<file path="config.mk">
export PLATFORM = sky130hd
export DESIGN_NAME = shutdown_status_regs
export DESIGN_NICKNAME = d
export VERILOG_FILES = /design/src/rtl/shutdown_status_pkg.sv /design/src/rtl/linear11_decode.sv /design/src/rtl/shutdown_status_regs.sv
export SDC_FILE = /design/constraint.sdc
export NUM_CORES = 1
export LEC_CHECK = 0
export BUFFER_PORTS_ARGS = -buffer_cell sky130_fd_sc_hd__buf_4
export CAP_MARGIN = 30
export CORE_ASPECT_RATIO = 0.5
export CORE_MARGIN = 2
export CORE_UTILIZATION = 30
export CTS_CLUSTER_SIZE = 24
export DETAILED_ROUTE_END_ITERATION = 12
export GPL_TIMING_DRIVEN = 0
export PLACE_DENSITY_LB_ADDON = 0.2
export SETUP_SLACK_MARGIN = 0.1
export SKIP_CTS_REPAIR_TIMING = 1
export SLEW_MARGIN = 20
export SYNTH_ARGS = -nofsm -noshare
export SYNTH_HDL_FRONTEND = slang
export SYNTH_SLANG_ARGS = --single-unit
</file>
<file path="constraint.sdc">
create_clock -name clk -period 9.1 [get_ports clk]
set_input_delay 0.455 -clock clk [delete_from_list [all_inputs] [get_ports clk]]
set_output_delay 0.455 -clock clk [all_outputs]
set_load 0.02 [all_outputs]
</file>
<file path="src/rtl/shutdown_status_pkg.sv">
// Command codes, field layout and timing constants of the shutdown/status bank
package shutdown_status_pkg;
  // Command codes
  localparam logic [7:0] CMD_TURN_OFF_DELAY = 8'h64;
  localparam logic [7:0] CMD_TURN_OFF_FALL_TIME = 8'h65;
  localparam logic [7:0] CMD_STATUS_SUMMARY_BYTE = 8'h78;
  localparam logic [7:0] CMD_STATUS_SUMMARY_WORD = 8'h79;
  // Reset values
  localparam logic [15:0] TURN_OFF_DELAY_RST = 16'hca80;
  localparam logic [15:0] TURN_OFF_FALL_RST = 16'hca80;
  localparam logic [15:0] STATUS_WORD_RST = 16'h0000;
  // Linear-11 field layout
  localparam int EXP_MSB = 15;
  localparam int EXP_LSB = 11;
  localparam int MANT_MSB = 10;
  // Status summary bit positions
  localparam int SB_BUSY = 7;
  localparam int SB_OFF = 6;
  localparam int SB_OUTPUT_VOLTAGE_SUMMARY_OV = 5;
  localparam int SB_OUTPUT_CURRENT_SUMMARY_OC = 4;
  localparam int SB_VIN_UV = 3;
  localparam int SB_TEMP = 2;
  localparam int SB_CML = 1;
  localparam int SW_OUTPUT_VOLTAGE_SUMMARY = 15;
  localparam int SW_OUTPUT_CURRENT_SUMMARY = 14;
  localparam int SW_INPUT = 13;
  localparam int SW_VENDOR = 12;
  localparam int SW_PG_N = 11;
  localparam int SW_OTHER = 9;
  // Bit positions inside the detailed status bytes
  localparam int DV_OV_FAULT = 7;
  localparam int DI_OC_FAULT = 7;
  localparam int DIN_UV_FAULT = 4;
  // Timing: internal time unit is 1/16 ms
  localparam int FRAC_BITS = 4;
  localparam int CLK_PERIOD_NS = 10;
  localparam int TICK_NS = 62500;
  localparam int TICK_CYCLES = TICK_NS / CLK_PERIOD_NS;
  localparam int UNITS_PER_MS = 1 << FRAC_BITS;
  localparam int DELAY_MAX_MS = 5000;
  localparam int FALL_MIN_MS = 5;
  localparam int FALL_MAX_MS = 100;
  localparam int UNIT_W = 24;
  localparam logic [UNIT_W-1:0] DELAY_MAX_UNITS =
    UNIT_W'(DELAY_MAX_MS * UNITS_PER_MS);
  localparam logic [UNIT_W-1:0] FALL_MIN_UNITS =
    UNIT_W'(FALL_MIN_MS * UNITS_PER_MS);
  localparam logic [UNIT_W-1:0] FALL_MAX_UNITS =
    UNIT_W'(FALL_MAX_MS * UNITS_PER_MS);
endpackage

</file>
<file path="src/rtl/linear11_decode.sv">
// Converts a linear-11 millisecond code into 1/16 ms time units
`timescale 1ns/100ps
module linear11_decode import shutdown_status_pkg::*; #(
  parameter int OUT_W = UNIT_W
) (
  input wire logic [15:0] code,
  output logic [OUT_W-1:0] units
);
  logic signed [4:0] exp_n;
  logic signed [10:0] mant_y;
  logic signed [6:0] shift;
  logic [47:0] wide;

  // The shifter is 48 bits wide; wider outputs cannot be served
  generate
    if (OUT_W < 1 || OUT_W > 48) begin : g_bad_width
      $error("OUT_W must lie between 1 and 48");
    end
  endgenerate

  // Y times 2^N ms, scaled to 2^-FRAC_BITS ms; negative Y reads as zero
  always_comb begin
    exp_n = code[EXP_MSB:EXP_LSB];
    mant_y = code[MANT_MSB:0];
    shift = 7'(exp_n) + 7'(FRAC_BITS);
    wide = 48'h0;
    if (!mant_y[10]) begin
      if (shift >= 0) begin
        wide = 48'(mant_y[9:0]) << shift[4:0];
      end else begin
        wide = 48'(mant_y[9:0]) >> 7'(-shift);
      end
    end
    if (wide > 48'({OUT_W{1'b1}})) begin
      units = {OUT_W{1'b1}};
    end else begin
      units = wide[OUT_W-1:0];
    end
  end
endmodule // linear11_decode

</file>
<file path="src/rtl/shutdown_status_regs.sv">
// Turn-off timing registers, shutdown sequencer and status summaries
//
// Contract
// Hold 16-bit turn-off delay: disable event to start of output fall.
// Timing codes: signed exponent bits 15:11, signed mantissa, Y*2^N ms.
// Turn-off delay resets to 5 ms code; range zero to five seconds.
// Hold 16-bit fall time; ramp applied only in single two-phase mode.
// Fall time below 5 ms: switch off both switches when delay expires.
// In 4, 6 or 8 phase group always switch off at delay expiry.
// Fall time resets to 5 ms code; range five to one hundred ms.
// Status byte equals the low byte of the status word.
// Bit 7: fault declared because device was busy.
// Bit 6: output not powered, for any reason including not enabled.
// Bits 5,4,3: output overvoltage, output overcurrent, input undervoltage.
// Bit 2 temperature, bit 1 comm/memory/logic, bit 0 unused.
// Read-only status word resets to all zeros; it reads 0x0840 after reset here (bit 6 off, bit 11 power-good negated).
// Word bits 15..12 summarise output V, output I, input, vendor.
// Word bit 11 set while power-good is negated.
// Word bit 9 set if any detailed status bit set; 10, 8 unused.
// Latched faults clear only on clear-faults command, not on read.
// Power-good on above on-threshold, off below undervoltage limit.
// Writes to either status summary register are ignored.
// Summary bits are combinational ORs of latched detailed bits.
`timescale 1ns/100ps
module shutdown_status_regs import shutdown_status_pkg::*; #(
  parameter int TICK_LEN = TICK_CYCLES,
  parameter int VOLT_W = 16
) (
  input wire logic clk,
  input wire logic rstn,
  input wire logic [7:0] cmd_code,
  input wire logic cmd_wr,
  input wire logic [15:0] cmd_wdata,
  input wire logic cmd_rd,
  output logic [15:0] cmd_rdata,
  output logic cmd_rvalid,
  output logic cmd_unknown,
  input wire logic clear_faults,
  input wire logic output_enable,
  input wire logic multi_phase,
  input wire logic busy_event,
  input wire logic [7:0] output_voltage_summary_status,
  input wire logic [7:0] output_current_summary_status,
  input wire logic [7:0] input_status,
  input wire logic [7:0] temp_status,
  input wire logic [7:0] cml_status,
  input wire logic [7:0] vendor_detail_status,
  input wire logic [VOLT_W-1:0] output_voltage_summary_meas,
  input wire logic [VOLT_W-1:0] power_good_on,
  input wire logic [VOLT_W-1:0] output_undervoltage_limit,
  output logic power_good,
  output logic ramp_active,
  output logic switches_off,
  output logic output_off
);
  localparam int TW = $clog2(TICK_LEN + 1);

  generate
    if (TICK_LEN < 1 || VOLT_W < 1) begin : g_bad_param
      $error("TICK_LEN and VOLT_W must be at least one");
    end
  endgenerate

  typedef enum logic [1:0] {ST_ON, ST_DELAY, ST_FALL, ST_OFF} seq_e;

  typedef struct packed {
    seq_e st;
    logic [UNIT_W-1:0] elapsed;
    logic [TW-1:0] tick_cnt;
    logic [15:0] delay;
    logic [15:0] fall;
    logic busy;
    logic pg;
    logic [15:0] rdata;
    logic rvalid;
    logic unknown;
    logic sw_off;
  } state_s;

  state_s state_r;
  state_s state_nxt;
  logic [UNIT_W-1:0] delay_units;
  logic [UNIT_W-1:0] fall_units;
  logic [UNIT_W-1:0] delay_target;
  logic [UNIT_W-1:0] fall_target;
  logic fall_short;
  logic tick;
  logic [15:0] status_word;
  logic [7:0] status_byte;
  logic output_overvoltage_fault;
  logic output_overcurrent_fault;
  logic input_undervoltage_fault;
  logic comm_memory_logic_summary;
  logic output_voltage_summary;
  logic output_current_summary;
  logic vendor_specific_summary;
  logic other_summary;

  // Decode both timing codes into time units
  linear11_decode #(.OUT_W(UNIT_W)) u_delay_dec (
    .code(state_r.delay),
    .units(delay_units)
  );
  linear11_decode #(.OUT_W(UNIT_W)) u_fall_dec (
    .code(state_r.fall),
    .units(fall_units)
  );

  // Clamp delay and fall time to their maximums; flag fall times below the minimum
  always_comb begin
    delay_target = (delay_units > DELAY_MAX_UNITS) ?
      DELAY_MAX_UNITS : delay_units;
    fall_short = fall_units < FALL_MIN_UNITS;
    fall_target = (fall_units > FALL_MAX_UNITS) ?
      FALL_MAX_UNITS : fall_units;
  end

  // Summary bits from the latched detailed registers
  always_comb begin
    output_overvoltage_fault = output_voltage_summary_status[DV_OV_FAULT];
    output_overcurrent_fault = output_current_summary_status[DI_OC_FAULT];
    input_undervoltage_fault = input_status[DIN_UV_FAULT];
    comm_memory_logic_summary = |cml_status;
    output_voltage_summary = |output_voltage_summary_status;
    output_current_summary = |output_current_summary_status;
    vendor_specific_summary = |vendor_detail_status;
    other_summary = |{output_voltage_summary_status, output_current_summary_status, input_status,
                      temp_status, cml_status, vendor_detail_status};
    status_word = STATUS_WORD_RST;
    status_word[SB_BUSY] = state_r.busy;
    status_word[SB_OFF] = state_r.st == ST_OFF;
    status_word[SB_OUTPUT_VOLTAGE_SUMMARY_OV] = output_overvoltage_fault;
    status_word[SB_OUTPUT_CURRENT_SUMMARY_OC] = output_overcurrent_fault;
    status_word[SB_VIN_UV] = input_undervoltage_fault;
    status_word[SB_TEMP] = |temp_status;
    status_word[SB_CML] = comm_memory_logic_summary;
    status_word[SW_OUTPUT_VOLTAGE_SUMMARY] = output_voltage_summary;
    status_word[SW_OUTPUT_CURRENT_SUMMARY] = output_current_summary;
    status_word[SW_INPUT] = |input_status;
    status_word[SW_VENDOR] = vendor_specific_summary;
    status_word[SW_PG_N] = !state_r.pg;
    status_word[SW_OTHER] = other_summary;
    status_byte = status_word[7:0];
  end

  assign tick = state_r.tick_cnt == TW'(TICK_LEN - 1);

  // Next-state logic for registers, sequencer and read port
  always_comb begin
    state_nxt = state_r;
    state_nxt.rvalid = 1'b0;
    state_nxt.unknown = 1'b0;
    // Writes; status summaries silently ignore them
    if (cmd_wr) begin
      case (cmd_code)
        CMD_TURN_OFF_DELAY: state_nxt.delay = cmd_wdata;
        CMD_TURN_OFF_FALL_TIME: state_nxt.fall = cmd_wdata;
        CMD_STATUS_SUMMARY_BYTE, CMD_STATUS_SUMMARY_WORD: begin
          state_nxt.unknown = 1'b0;
        end
        default: state_nxt.unknown = 1'b1;
      endcase
    end
    // Reads have no side effect on any latched bit
    if (cmd_rd) begin
      state_nxt.rvalid = 1'b1;
      case (cmd_code)
        CMD_TURN_OFF_DELAY: state_nxt.rdata = state_r.delay;
        CMD_TURN_OFF_FALL_TIME: state_nxt.rdata = state_r.fall;
        CMD_STATUS_SUMMARY_BYTE: state_nxt.rdata = {8'h00, status_byte};
        CMD_STATUS_SUMMARY_WORD: state_nxt.rdata = status_word;
        default: begin
          state_nxt.rdata = 16'h0000;
          state_nxt.unknown = 1'b1;
        end
      endcase
    end
    // Busy fault: set wins over clear-faults
    if (busy_event) begin
      state_nxt.busy = 1'b1;
    end else if (clear_faults) begin
      state_nxt.busy = 1'b0;
    end
    // Power-good hysteresis
    if (output_voltage_summary_meas > power_good_on) begin
      state_nxt.pg = 1'b1;
    end else if (output_voltage_summary_meas < output_undervoltage_limit) begin
      state_nxt.pg = 1'b0;
    end
    // Time base in 1/16 ms steps
    state_nxt.tick_cnt = tick ? '0 : state_r.tick_cnt + TW'(1);
    if (tick) begin
      state_nxt.elapsed = state_r.elapsed + UNIT_W'(1);
    end
    // Shutdown sequencer
    case (state_r.st)
      ST_ON: begin
        state_nxt.sw_off = 1'b0;
        if (!output_enable) begin
          state_nxt.st = ST_DELAY;
          state_nxt.elapsed = '0;
          state_nxt.tick_cnt = '0;
        end
      end
      ST_DELAY: begin
        if (output_enable) begin
          state_nxt.st = ST_ON;
        end else if (state_r.elapsed >= delay_target) begin
          state_nxt.elapsed = '0;
          state_nxt.tick_cnt = '0;
          if (multi_phase || fall_short) begin
            state_nxt.st = ST_OFF;
            state_nxt.sw_off = 1'b1;
          end else begin
            state_nxt.st = ST_FALL;
          end
        end
      end
      ST_FALL: begin
        if (output_enable) begin
          state_nxt.st = ST_ON;
        end else if (state_r.elapsed >= fall_target) begin
          state_nxt.st = ST_OFF;
          state_nxt.sw_off = 1'b1;
        end
      end
      ST_OFF: begin
        if (output_enable) begin
          state_nxt.st = ST_ON;
          state_nxt.sw_off = 1'b0;
        end
      end
      default: state_nxt.st = ST_OFF;
    endcase
  end

  // State register
  always_ff @(posedge clk) begin
    if (!rstn) begin
      state_r <= '0;
      state_r.st <= ST_OFF;
      state_r.delay <= TURN_OFF_DELAY_RST;
      state_r.fall <= TURN_OFF_FALL_RST;
      state_r.sw_off <= 1'b1;
    end else begin
      state_r <= state_nxt;
    end
  end

  // Outputs
  assign cmd_rdata = state_r.rdata;
  assign cmd_rvalid = state_r.rvalid;
  assign cmd_unknown = state_r.unknown;
  assign power_good = state_r.pg;
  assign ramp_active = state_r.st == ST_FALL;
  assign switches_off = state_r.sw_off;
  assign output_off = state_r.st == ST_OFF;

  // Checks on read port, status bits and sequencer
  a_byte_mirror: assert property (@(posedge clk) disable iff (!rstn)
    cmd_rd && cmd_code == CMD_STATUS_SUMMARY_BYTE |=>
    cmd_rdata == {8'h00, $past(status_word[7:0])})
    else $error("status byte differs from word low byte");
  a_word_read: assert property (@(posedge clk) disable iff (!rstn)
    cmd_rd && cmd_code == CMD_STATUS_SUMMARY_WORD |=>
    cmd_rvalid && cmd_rdata[10] == 1'b0 && cmd_rdata[8] == 1'b0 &&
    cmd_rdata[0] == 1'b0)
    else $error("unused status word bits set");
  a_off_bit: assert property (@(posedge clk) disable iff (!rstn)
    switches_off |-> status_word[SB_OFF])
    else $error("off bit clear while switches are off");
  a_pg_bit: assert property (@(posedge clk) disable iff (!rstn)
    output_voltage_summary_meas < output_undervoltage_limit |=> status_word[SW_PG_N])
    else $error("power-good bit not set below undervoltage limit");
  a_busy_sticky: assert property (@(posedge clk) disable iff (!rstn)
    busy_event || (status_word[SB_BUSY] && !clear_faults) |=>
    status_word[SB_BUSY])
    else $error("busy fault lost before clear");
  a_busy_clear: assert property (@(posedge clk) disable iff (!rstn)
    clear_faults && !busy_event |=> !status_word[SB_BUSY])
    else $error("busy fault survived clear-faults");
  a_status_wr_ign: assert property (@(posedge clk) disable iff (!rstn)
    cmd_wr && (cmd_code == CMD_STATUS_SUMMARY_WORD ||
    cmd_code == CMD_STATUS_SUMMARY_BYTE) |=>
    $stable(state_r.delay) && $stable(state_r.fall) && !cmd_unknown)
    else $error("status write had an effect");
  a_multi_cut: assert property (@(posedge clk) disable iff (!rstn)
    multi_phase && state_r.st == ST_DELAY && !output_enable &&
    state_r.elapsed >= delay_target |=> switches_off && !ramp_active)
    else $error("multi-phase shutdown not immediate");
  a_short_fall: assert property (@(posedge clk) disable iff (!rstn)
    fall_short && state_r.st == ST_DELAY && !output_enable &&
    state_r.elapsed >= delay_target |=> output_off)
    else $error("short fall time still ramped");
  a_delay_hold: assert property (@(posedge clk) disable iff (!rstn)
    state_r.st == ST_DELAY && state_r.elapsed < delay_target &&
    !output_enable |=> state_r.st == ST_DELAY)
    else $error("delay ended early");
  a_fall_ramp: assert property (@(posedge clk) disable iff (!rstn)
    !multi_phase && !fall_short && state_r.st == ST_DELAY &&
    !output_enable && state_r.elapsed >= delay_target |=> ramp_active)
    else $error("single two-phase shutdown skipped the ramp");
  a_abort_seq: assert property (@(posedge clk) disable iff (!rstn)
    output_enable && (state_r.st == ST_DELAY || state_r.st == ST_FALL)
    |=> !output_off && !switches_off && !ramp_active)
    else $error("enable during shutdown did not return to on");
endmodule // shutdown_status_regs

</file>
# Word level (Yosys, flattened, before mapping)
# Cells that the tools add are included.
[totals]
register_bits = 92
inputBits = 128
output_inout_bits = 22
word_cells = 102
[op_classes]
order_cmp = 11
eq_ne = 17
shifts = 4
mux = 36
n_addsub = 6
n_reduce_logical = 17
[op_table]
columns = ["op", "n"]
rows = [
  ["$mux 48", 4],
  ["$mux 24", 5],
  ["$gt 48x24->1 const B", 2],
  ["$shl 10x5->48", 2],
  ["$shr 10x7->48", 2],
  ["$mux 39", 2],
  ["$pmux 37 s2", 1],
  ["$pmux 16 s4", 1],
  ["$ge 24x24->1", 2],
  ["$reduce_or 48->1", 1],
  ["$reduce_or 8->1", 6],
  ["$mux 37", 1],
  ["$eq 8x7->1 const B", 4],
  ["$add 24x1->24 const B", 1],
  ["$gt 24x11->1 const B", 1],
  ["$gt 24x17->1 const B", 1],
  ["$lt 24x7->1 const B", 1],
  ["$gt 16x16->1", 1],
  ["$lt 16x16->1", 1],
  ["$mux 1", 14],
  ["$neg 6->7", 2],
  ["$add 13x1->13 const B", 1],
  ["$eq 13x13->1 const B", 1],
  ["$mux 13", 1],
  ["19 further kinds", 33],
]

# Logic depth before layout (Yosys ltp)
# Gate-level depths: netlist of run 1.
[depth]
word_depth = 13
depth_mapped = 26

# Cells and area by module
# Synthesis of run 1 repeated with hierarchy kept, for this count alone.
[hier_totals]
hier_cells = 1340
area_unflattened_um2 = 10049.6
[modules_own_cells]
columns = ["mod", "area_per_inst_um2", "seq_area_each_um2", "cells_each", "n_inst"]
rows = [
  ["shutdown_status_regs", 6266.0, 1841.8, 790, 1],
  ["linear11_decode", 1891.8, 0.0, 275, 2],
]

# Worst setup path before layout of run 1
# Ideal clock, no wire load.
[synth_path]
path_type = "register -> register"
startpoint = "register state_r[49] (netlist name)"
endpoint = "register state_r[55] (netlist name)"
arrival_time_ns = 5.474
n_path_buf = 5
required_time_ns = 9.035
stages_incl_launch_ff = 26
path_slack_ns = 3.561
synth_period_minus_slack_ns = 5.539
cell_sequence = "dfxtp_1 > buf_2 > clkbuf_1 > clkbuf_1 > inv_1 > ha_1 > clkbuf_1 > mux4_2 > mux2_2 > a31oi_1 > o22ai_1 > nor4b_1 > a21oi_1 > nor2_2 > and2_1 > ha_1 > a21o_1 > a221oi_1 > nor2_1 > a211oi_1 > nor3_1 > mux2i_1 > o21ai_1 > or2_2 > clkbuf_1 > nor2_1"
[synth_between]
elab_chain_len = 13
elab_cells_between_ends = 15
classes_between = "add/sub: 2; order compare: 4; shift: 2; mux: 7"
[synth_lines]
columns = ["item", "line_no", "source"]
rows = [
  ["start: declaration", "shutdown_status_regs.sv:80", "state_s state_r;"],
  ["start signal: assignment", "shutdown_status_regs.sv:246", "state_r <= state_nxt;"],
  ["$add 5x4->6 *", "linear11_decode.sv:25", "shift = 7'(exp_n) + 7'(FRAC_BITS);"],
  ["$neg 6->7", "linear11_decode.sv:31", "wide = 48'(mant_y[9:0]) >> 7'(-shift);"],
  ["$shr 10x7->48", "linear11_decode.sv:31", ""],
  ["$mux 48 *", "linear11_decode.sv:28", "if (shift >= 0) begin"],
  ["$mux 48 *", "linear11_decode.sv:27", "if (!mant_y[10]) begin"],
  ["$gt 48x24->1", "linear11_decode.sv:34", "if (wide > 48'({OUT_W{1'b1}})) begin"],
  ["$mux 24 *", "linear11_decode.sv:34", ""],
  ["$gt 24x17->1", "shutdown_status_regs.sv:111", "delay_target = (delay_units > DELAY_MAX_UNITS) ?"],
  ["$mux 24 *", "shutdown_status_regs.sv:111", ""],
  ["$ge 24x24->1 *", "shutdown_status_regs.sv:208", "end else if (state_r.elapsed >= delay_target) begin"],
  ["$mux 39 *", "shutdown_status_regs.sv:208", ""],
  ["$mux 37 *", "shutdown_status_regs.sv:206", "if (output_enable) begin"],
  ["$pmux 37 s2 *", "shutdown_status_regs.sv:196", "case (state_r.st)"],
]
# Every way passes the cells marked *; elsewhere a longest branch is shown, timed or not. The select of a mux whose other input is x is not followed.
# A chain may end at the register's enable or synchronous reset.

# Worst setup path in the final report of run 1
# Same ends and word-level chain as after synthesis.

==> results of run 1 <==
## stage by stage
stage | cell area, um2 | hold WS (ns) | std cells | utilization
floorplan | 9680 | 0.445 | 1257 | -
global placement | 11300 | 0.466 | 1837 | 0.359
detailed placement | 11300 | 0.473 | 1837 | 0.359
CTS | 11600 | 0.284 | 1853 | 0.368
global route | 11600 | 0.306 | 1853 | 0.368
finish | 11600 | 0.297 | 1853 | 0.368
## state kept, by name, summed over array words and instances, names as in the netlist
signal	count
cmd_rvalid	1
power_good	1
state_r	72
switches_off	1
cmd_rdata	16
cmd_unknown	1
## power groups by stage
stage          combinational (uW)  sequential [uW]  clock [uW]
2_1_floorplan                83.8              427           0
3_3_place_gp                  168              425           0
3_5_place_dp                  171              425           0
4_1_cts                       172              416         387
5_1_grt                       189              417         406
6_report                      171              416         373
## metal layers
metal / track usage / vias up / wire length [um]
met1: 0.266 / 4663 / 15600
met4: 0.0455 / 0 / 318
met5: 0 / - / 0
met3: 0.0340 / 27 / 1950
met2: 0.333 / 312 / 15000
li1: - / 4837 / -
## worst max-delay path by stage
| stage | cells past startpoint | slack (ns) | to |
|---|---|---|---|
| floorplan | 25 | 3.56 | state_r[55]$_SDFF_PN0_ |
| CTS | 25 | 1.96 | state_r[55]$_SDFF_PN0_ |
| detailed placement | 25 | 2.01 | state_r[55]$_SDFF_PN0_ |
| finish | 25 | 1.94 | state_r[55]$_SDFF_PN0_ |
| global route | 25 | 1.46 | state_r[53]$_SDFF_PN0_ |
| global placement | 25 | 2.05 | state_r[62]$_SDFF_PN0_ |
## layout make-up
type / instances / area, um2
sequential: 92 / 1840
clock inverter: 7 / 61.3
inverter: 67 / 251
timing repair buffer: 148 / 1110
fill: 3286 / 20000
buffer: 90 / 447
multi-input combinational: 1008 / 7140
tap: 432 / 541
clock buffer: 9 / 225
## cells in the mapped netlist (7+ instances only)
cell type,count
nand2_1,166
nor2_1,94
dfxtp_1,92
ha_1,92
inv_1,63
a21oi_1,54
o21ai_0,53
clkbuf_1,51
nand3_1,43
mux2i_1,35
a21boi_0,30
mux2_2,24
mux4_2,22
nand2b_1,21
xnor2_1,21
a21o_1,20
nor4_1,20
xor2_1,20
buf_4,19
nand4_1,18
nor3_1,18
o22ai_1,16
and2_1,15
and3_1,15
a22oi_1,13
a31oi_1,13
buf_2,12
nor2b_1,12
or2_2,11
o211ai_1,10
a211oi_1,9
nor3b_1,8
o211a_1,7
o21a_1,7
## critical path, cell delays in order, from the launching register on
cell      delay, ns
dfxtp_1        0.38
buf_2          0.27
clkbuf_1       0.38
clkbuf_1       0.44
inv_1          0.15
ha_1           0.33
clkbuf_1       0.38
mux4_2         0.39
mux2_2         0.29
a31oi_1        0.22
o22ai_1        0.12
nor4b_1        0.26
a21oi_1        0.15
nor2_2         0.24
nand2_1        0.14
ha_1           0.31
a21o_1         0.18
a21oi_1        0.19
o221ai_1       0.18
a211oi_1       0.61
nor3_1         0.19
mux2i_1        0.18
o21ai_1        0.26
or2_2          0.44
clkbuf_1       0.25
nor2_1         0.16
## logic make-up (layout without fill, tap and decap cells)
group / count (synthesis) / count (layout) / share of synthesized area
other cells: 1 / 20 / 0.000390
flops: 92 / 92 / 0.192
compound gates: 302 / 302 / 0.221
fa+ha+maj: 92 / 92 / 0.120
simple gates: 472 / 472 / 0.242
mux: 81 / 81 / 0.116
buf+inv: 157 / 321 / 0.0726
xor+xnor: 41 / 41 / 0.0374
==> run_results.csv, run 1 <==
group,metric,value,unit
place,post-dp-hpwl,26700,um
sta,fin_crit_sh,0.787,
sta,setup_tns,0,ns
routing,antenna_left,0,
place,place_congestion,0.911,
sta,tightest_slew,0.765,ns
sta,hold_viol_final,0,
sta,rsz0062_at_grt,"false",
power,ir_drop,80.9,uV
sta,clock_skew,0.00964,ns
yosys,synth_area,0.00961,mm2
routing,drt_iter0_drc,741,
worst_hold_path,hold_depth,2,
routing,viasPerCell,5.31,
power,seqPwrFrac,0.433,
clock_network,clk_pin_slew,0.07,ns
floorplanning,core,0.0316,mm2
setup_path,critPathRequiredTime,9.40,ns
global_route,gr-usage-all-layers,0.198,
power,clock_power_share,0.388,
floorplanning,die_w,257,um
place,place_worst_setup_slack,2.01,ns
place,port_buffers,148,
yosys,synth_cells,1238,
run,cap_violations,0,
floorplanning,rows,46,
floorplanning,io-pin-count,150,
sta,min_period,7.16,ns
power,leakage,0.00502,uW
finish,antenna_cells,0,
finish,synthToLayoutAreaGrowth,20.9,%
power,p_switching,275,uW
power,p_total,960,uW
global_route,gr-total-overflow,0,
routing,wire_per_inst,17.7,um
power,pwr-share-comb,0.178,
run_status,status,"complete, no violations",
setup_path,cp-startpoint,"state_r[49]$_SDFFE_PN0P_",
routing,drc,0,
routing,wl,32800,um
routing,vias,9839,
finish,nets,1636,
clock_network,cts_tree,"done",
finish,mostFrequentLayoutCells,"167 x buf_4, 166 x nand2_1, 94 x nor2_1",
finish,drive_gt1_frac,0.190,
setup_path,crit_path_end_kind,"flop",
finish,final_common_cell,"buf_4",
setup_path,worstPathMaxFanout,10,
yosys,ys_warn_count,0,
yosys,synth-seq-area-share,0.192,
routing,first_pass_iters,6,
setup_path,r2r-start,"state_r[49]$_SDFFE_PN0P_",
worst_hold_path,worstHoldEndpoint,"state_r[20]$_SDFFE_PN0P_",
setup_path,reg2reg_depth,25,
floorplanning,start_util,0.304,
clock_network,clk_latency,0.37,ns
yosys,synth-edff-count,0,
setup_path,cp-start-kind,"flop",
power,internal-power,685,uW
sta,fin_ws,1.94,ns
sta,relSlewSlack,0.475,
global_route,grt_pass1_wl,52800,um
yosys,ys_ff_latch,92,
worst_hold_path,hp-start,"busy_event",
power,power.density_cell_area,82.6,mW/mm2
power,swShare,0.287,
yosys,synthTopCellsByArea,"dfxtp_1 19%, ha_1 12%, nand2_1 6.5%",
clock_network,cts_made_buffers,9,
yosys,synth_top_area_frac,0.192,
clock_network,root_buffer,"clkbuf_16",
clock_network,cts.sinks,92,
floorplanning,dieArea,0.0336,mm2
yosys,synth.largest_area_cell,"dfxtp_1",
floorplanning,die_h,131,um
global_route,antenna_found_initial,0,
yosys,async_reset_ff_frac,0,
global_route,grt_pass1_vias,9635,
setup_path,cp.arrival,7.46,ns
global_route,grt_max_degree,18,
setup_path,r2r-end,"state_r[55]$_SDFF_PN0_",
sta,report.final.setup_viol,0,
clock_network,cts_max_level,3,
setup_path,critical_path_class,"flop to flop",
yosys,synth_cell_types,84,
sta,clock.fmax,140,MHz
setup_path,rrSetupSlack,1.94,ns
clock_network,clock_path_buffers,2,
yosys,avgSynthCellArea,7.76,um2
sta,drv_slew,0,
yosys,ys.flop_type,"dfxtp_1",
worst_hold_path,holdCritPathClass,"primary input to flop",
Note: power is estimated with default switching activity, not from simulation.
==> run 2, diff against run 1 <==
==> constraint.sdc (replaced) <==
create_clock -name clk -period 7.5 [get_ports clk]
set_input_delay 0.375 -clock clk [delete_from_list [all_inputs] [get_ports clk]]
set_output_delay 0.375 -clock clk [all_outputs]
set_load 0.02 [all_outputs]
==> run_results.csv, run 2 (synthesis gave the netlist of run 1 again) <==
group,metric,value,unit
run_status,status,"complete, no violations",
finish,multi_input_area,0.00715,mm2
clock_network,cts_max_level,3,
sta,report.final.setup_viol,0,
floorplanning,dieArea,0.0336,mm2
clock_network,cts.sinks,92,
finish,regMostFlops,"state_r",
routing,viasPerCell,5.31,
finish,final_common_cell,"buf_4",
sta,setup_tns,0,ns
routing,drc,0,
sta,rsz0062_at_grt,"false",
clock_network,root_buffer,"clkbuf_16",
routing,wire_per_inst,17.7,um
routing,drt_iter0_drc,807,
power,p_total,1160,uW
place,post-dp-hpwl,26700,um
routing,antenna_left,0,
global_route,grt_max_degree,18,
sta,min_period,6.84,ns
finish,nets,1636,
setup_path,cp.arrival,7.14,ns
finish,mostFrequentLayoutCells,"167 x buf_4, 166 x nand2_1, 94 x nor2_1",
routing,first_pass_iters,6,
place,place_congestion,0.911,
sta,hold_ws,0.216,ns
finish,stdcell_area,0.0116,mm2
floorplanning,die_w,257,um
global_route,gr-usage-all-layers,0.198,
floorplanning,io-pin-count,150,
power,ir_drop,98.1,uV
setup_path,cpMostUsedCell,"clkbuf_1",
sta,hold_viol_final,0,
power,power.density_cell_area,100,mW/mm2
floorplanning,core,0.0316,mm2
routing,wl,32800,um
sta,relSlewSlack,0.465,
global_route,grt_pass1_wl,52800,um
finish,largest_register_ff_count,72,
finish,antenna_cells,0,
setup_path,crit_path_end_kind,"flop",
finish,synthToLayoutAreaGrowth,21.0,%
global_route,antenna_found_initial,0,
floorplanning,start_util,0.304,
place,port_buffers,148,
setup_path,cp_slowest_cell,"clkbuf_1",
sta,clock_skew,0.0105,ns
sta,fin_crit_sh,0.912,
finish,drive_gt1_frac,0.191,
setup_path,critical_path_class,"flop to flop",
global_route,grt_pass1_vias,9635,
clock_network,cts_tree,"done",
sta,tightest_slew,0.780,ns
routing,vias,9846,
setup_path,worstPathMaxFanout,10,
finish,seq_area,0.00184,mm2
floorplanning,rows,46,
setup_path,slowest_delay,0.43,ns
setup_path,critPathRequiredTime,7.80,ns
finish,fillers,3284,
sta,drv_slew,0,
power,leakage,0.00502,uW
run,cap_violations,0,
clock_network,cts_made_buffers,9,
clock_network,clock_path_buffers,2,
worst_hold_path,holdCritPathClass,"primary input to flop",
floorplanning,die_h,131,um
setup_path,cp-start-kind,"flop",
sta,clock.fmax,146,MHz
clock_network,clk_latency,0.37,ns
place,dpl-instance-area,0.0113,mm2
clock_network,clk_pin_slew,0.07,ns
global_route,gr-total-overflow,0,
[run 2: cell counts in the layout (fill, tap and decap cells not counted)]
Identical to the previous run, type by type.
[run 2: final cells by class]
class / count / share of cell area
multi-input cells: 1008 / 0.615
flip-flops and latches: 92 / 0.158
repair buffers: 148 / 0.0955
well taps: 432 / 0.0465
plain buffers: 90 / 0.0384
inverters: 67 / 0.0216
clock buffers: 9 / 0.0194
clock inverters: 7 / 0.00527
[run 2: power breakdown]
part / switching (uW) / internal (uW)
logic: 104 / 104
clock network: 222 / 230
registers: 6.99 / 498
[run 2: metal layers]
| layer | share of wire | global-route usage |
|---|---|---|
| met1 | 0.47 | 0.266 |
| met2 | 0.46 | 0.333 |
| met3 | 0.059 | 0.0340 |
| met4 | 0.010 | 0.0455 |
| met5 | 0 | 0 |
[run 2: through the flow]
stage | setup WS, ns | instances | util
floorplan | 1.96 | 1257 | -
global placement | 0.448 | 1837 | 0.359
detailed placement | 0.406 | 1837 | 0.359
CTS | 0.355 | 1853 | 0.368
global route | 0.198 | 1853 | 0.368
finish | 0.660 | 1853 | 0.368
[run 2: worst paths after layout]
| check | start | end | slack [ns] | depth (start not counted) |
|---|---|---|---|---|
| min reg2reg | cmd_rdata[3]$_SDFFE_PN0P_ | cmd_rdata[3]$_SDFFE_PN0P_ | 0.49 | 1 |
| max | state_r[49]$_SDFFE_PN0P_ | state_r[55]$_SDFF_PN0_ | 0.66 | 25 |
| min | busy_event | state_r[20]$_SDFFE_PN0P_ | 0.22 | 2 |
| max reg2reg | state_r[49]$_SDFFE_PN0P_ | state_r[55]$_SDFF_PN0_ | 0.66 | 25 |
[run 2: critical path: cells and delay by family (launching register included)]
family                     cells  cell delay, ns
adders and majority gates      2            0.64
DFF                            1            0.38
AOI/OAI and AO/OA              8            1.66
muxes                          3            0.89
and+or+nand+nor                6            1.32
buffers and inverters          6            1.87
==> run 3, diff against run 2 <==
--- a/config.mk
+++ b/config.mk
@@ -10,6 +10,7 @@
 export CORE_ASPECT_RATIO = 0.5
 export CORE_MARGIN = 2
 export CORE_UTILIZATION = 30
+export CTS_BUF_LIST = sky130_fd_sc_hd__clkbuf_4 sky130_fd_sc_hd__clkbuf_8
 export CTS_CLUSTER_SIZE = 24
 export DETAILED_ROUTE_END_ITERATION = 12
 export GPL_TIMING_DRIVEN = 0
==> constraint.sdc (replaced) <==
create_clock -name clk -period 7.5 [get_ports clk]
set_input_delay 0.375 -clock clk [delete_from_list [all_inputs] [get_ports clk]]
set_output_delay 0.375 -clock clk [all_outputs]
set_load 0.005 [all_outputs]
==> run_results.csv, run 3 (synthesis gave the netlist of run 1 again) <==
group,metric,value,unit
clock_network,cts_tree,"done",
finish,final_common_cell,"buf_4",
clock_network,clk_pin_slew,0.10,ns
global_route,grt_pass1_vias,9649,
sta,min_period,6.78,ns
finish,largest_register_ff_count,72,
sta,hold_ws,0.174,ns
floorplanning,dieArea,0.0336,mm2
routing,wire_per_inst,17.7,um
routing,vias,9866,
sta,report.final.setup_viol,0,
sta,clock_skew,0.0172,ns
finish,synthToLayoutAreaGrowth,19.9,%
clock_network,root_buffer,"clkbuf_8",
sta,relSlewSlack,0.494,
sta,tightest_slew,0.737,ns
floorplanning,start_util,0.304,
setup_path,critPathTopFamily,"buffers and inverters",
sta,rsz0062_at_grt,"false",
routing,first_pass_iters,5,
place,place_congestion,0.911,
global_route,antenna_found_initial,0,
routing,drc,0,
routing,drt_iter0_drc,721,
place,port_buffers,148,
floorplanning,die_w,257,um
run_status,status,"complete, no violations",
sta,clock.fmax,147,MHz
setup_path,rrSetupSlack,0.72,ns
power,ir_drop,74.6,uV
finish,final_core_util,0.365,
place,post-dp-hpwl,26700,um
clock_network,cts.sinks,92,
finish,drive_gt1_frac,0.191,
setup_path,critical_path_class,"flop to flop",
finish,fin_cells,1853,
setup_path,cp.arrival,7.13,ns
setup_path,cp_num_buf_inv,6,
floorplanning,io-pin-count,150,
power,leakage,0.00498,uW
setup_path,critPathRequiredTime,7.84,ns
global_route,gr-usage-all-layers,0.197,
clock_network,cts_max_level,3,
routing,antenna_left,0,
setup_path,cp_slowest_cell,"clkbuf_1",
setup_path,r2r-start,"state_r[49]$_SDFFE_PN0P_",
setup_path,cp-start-kind,"flop",
sta,drv_slew,0,
clock_network,clock_path_buffers,2,
floorplanning,core,0.0316,mm2
setup_path,worstPathMaxFanout,10,
clock_network,clk_latency,0.42,ns
place,placed_cells,1837,
finish,nets,1636,
floorplanning,rows,46,
floorplanning,die_h,131,um
finish,antenna_cells,0,
sta,setup_tns,0,ns
worst_hold_path,holdCritPathClass,"primary input to flop",
finish,mostFrequentLayoutCells,"167 x buf_4, 166 x nand2_1, 94 x nor2_1",
setup_path,crit_path_end_kind,"flop",
global_route,grt_max_degree,18,
worst_hold_path,hp-start,"busy_event",
routing,wl,32900,um
power,power.density_cell_area,90.1,mW/mm2
finish,regMostFlops,"state_r",
setup_path,slowest_delay,0.43,ns
sta,hold_viol_final,0,
routing,viasPerCell,5.32,
setup_path,cp-startpoint,"state_r[49]$_SDFFE_PN0P_",
global_route,grt_pass1_wl,52800,um
sta,fin_crit_sh,0.904,
run,cap_violations,0,
power,p_total,1040,uW
clock_network,cts_made_buffers,9,
global_route,gr-total-overflow,0,
setup_path,cpMostUsedCell,"clkbuf_1",
## run 3: cell count changes in the layout (fill, tap and decap cells not counted)
cell | previous run | this run
clkbuf_16 | 9 | 0
clkbuf_8 | 0 | 9
## run 3: worst register-to-register path: cells and delay by family (launching register included)
family	cells	cell delay, ns
buf+inv	6	1.86
simple gates	6	1.33
flops	1	0.39
fa+ha+maj	2	0.63
mux	3	0.89
compound gates	8	1.63
## run 3: metrics by stage
step	worst slack (ns)	cell area (um2)
after floorplan	1.96	9680
after global placement	0.448	11300
after detailed placement	0.406	11300
after CTS	0.353	11500
after global routing	0.196	11500
final	0.716	11500
## run 3: final cells by class
| cell class | instances | area, um2 |
|---|---|---|
| buffer | 90 | 447 |
| fill | 3297 | 20100 |
| clock inverter | 7 | 61.3 |
| inverter | 67 | 251 |
| multi-input combinational | 1008 | 7150 |
| sequential | 92 | 1840 |
| tap | 432 | 541 |
| clock buffer | 9 | 124 |
| timing repair buffer | 148 | 1110 |
## run 3: path summary, 6_finish.rpt
check | to | depth (start not counted)
worst min register to register | cmd_rdata[3]$_SDFFE_PN0P_ | 1
worst max-delay path | state_r[55]$_SDFF_PN0_ | 25
worst min-delay path | state_r[20]$_SDFFE_PN0P_ | 2
worst max register to register | state_r[55]$_SDFF_PN0_ | 25
## run 3: layer usage
layer | wire length, um | track usage
met1 | 15500 | 0.265
met2 | 15000 | 0.333
met3 | 1980 | 0.0316
met4 | 386 | 0.0516
met5 | 0 | 0
## run 3: power breakdown
part	switching, uW	internal, uW	leakage, uW
logic	95.9	103	0.00414
registers	6.98	498	0.000745
clock network	210	125	0.0000879
total	313	727	0.00498
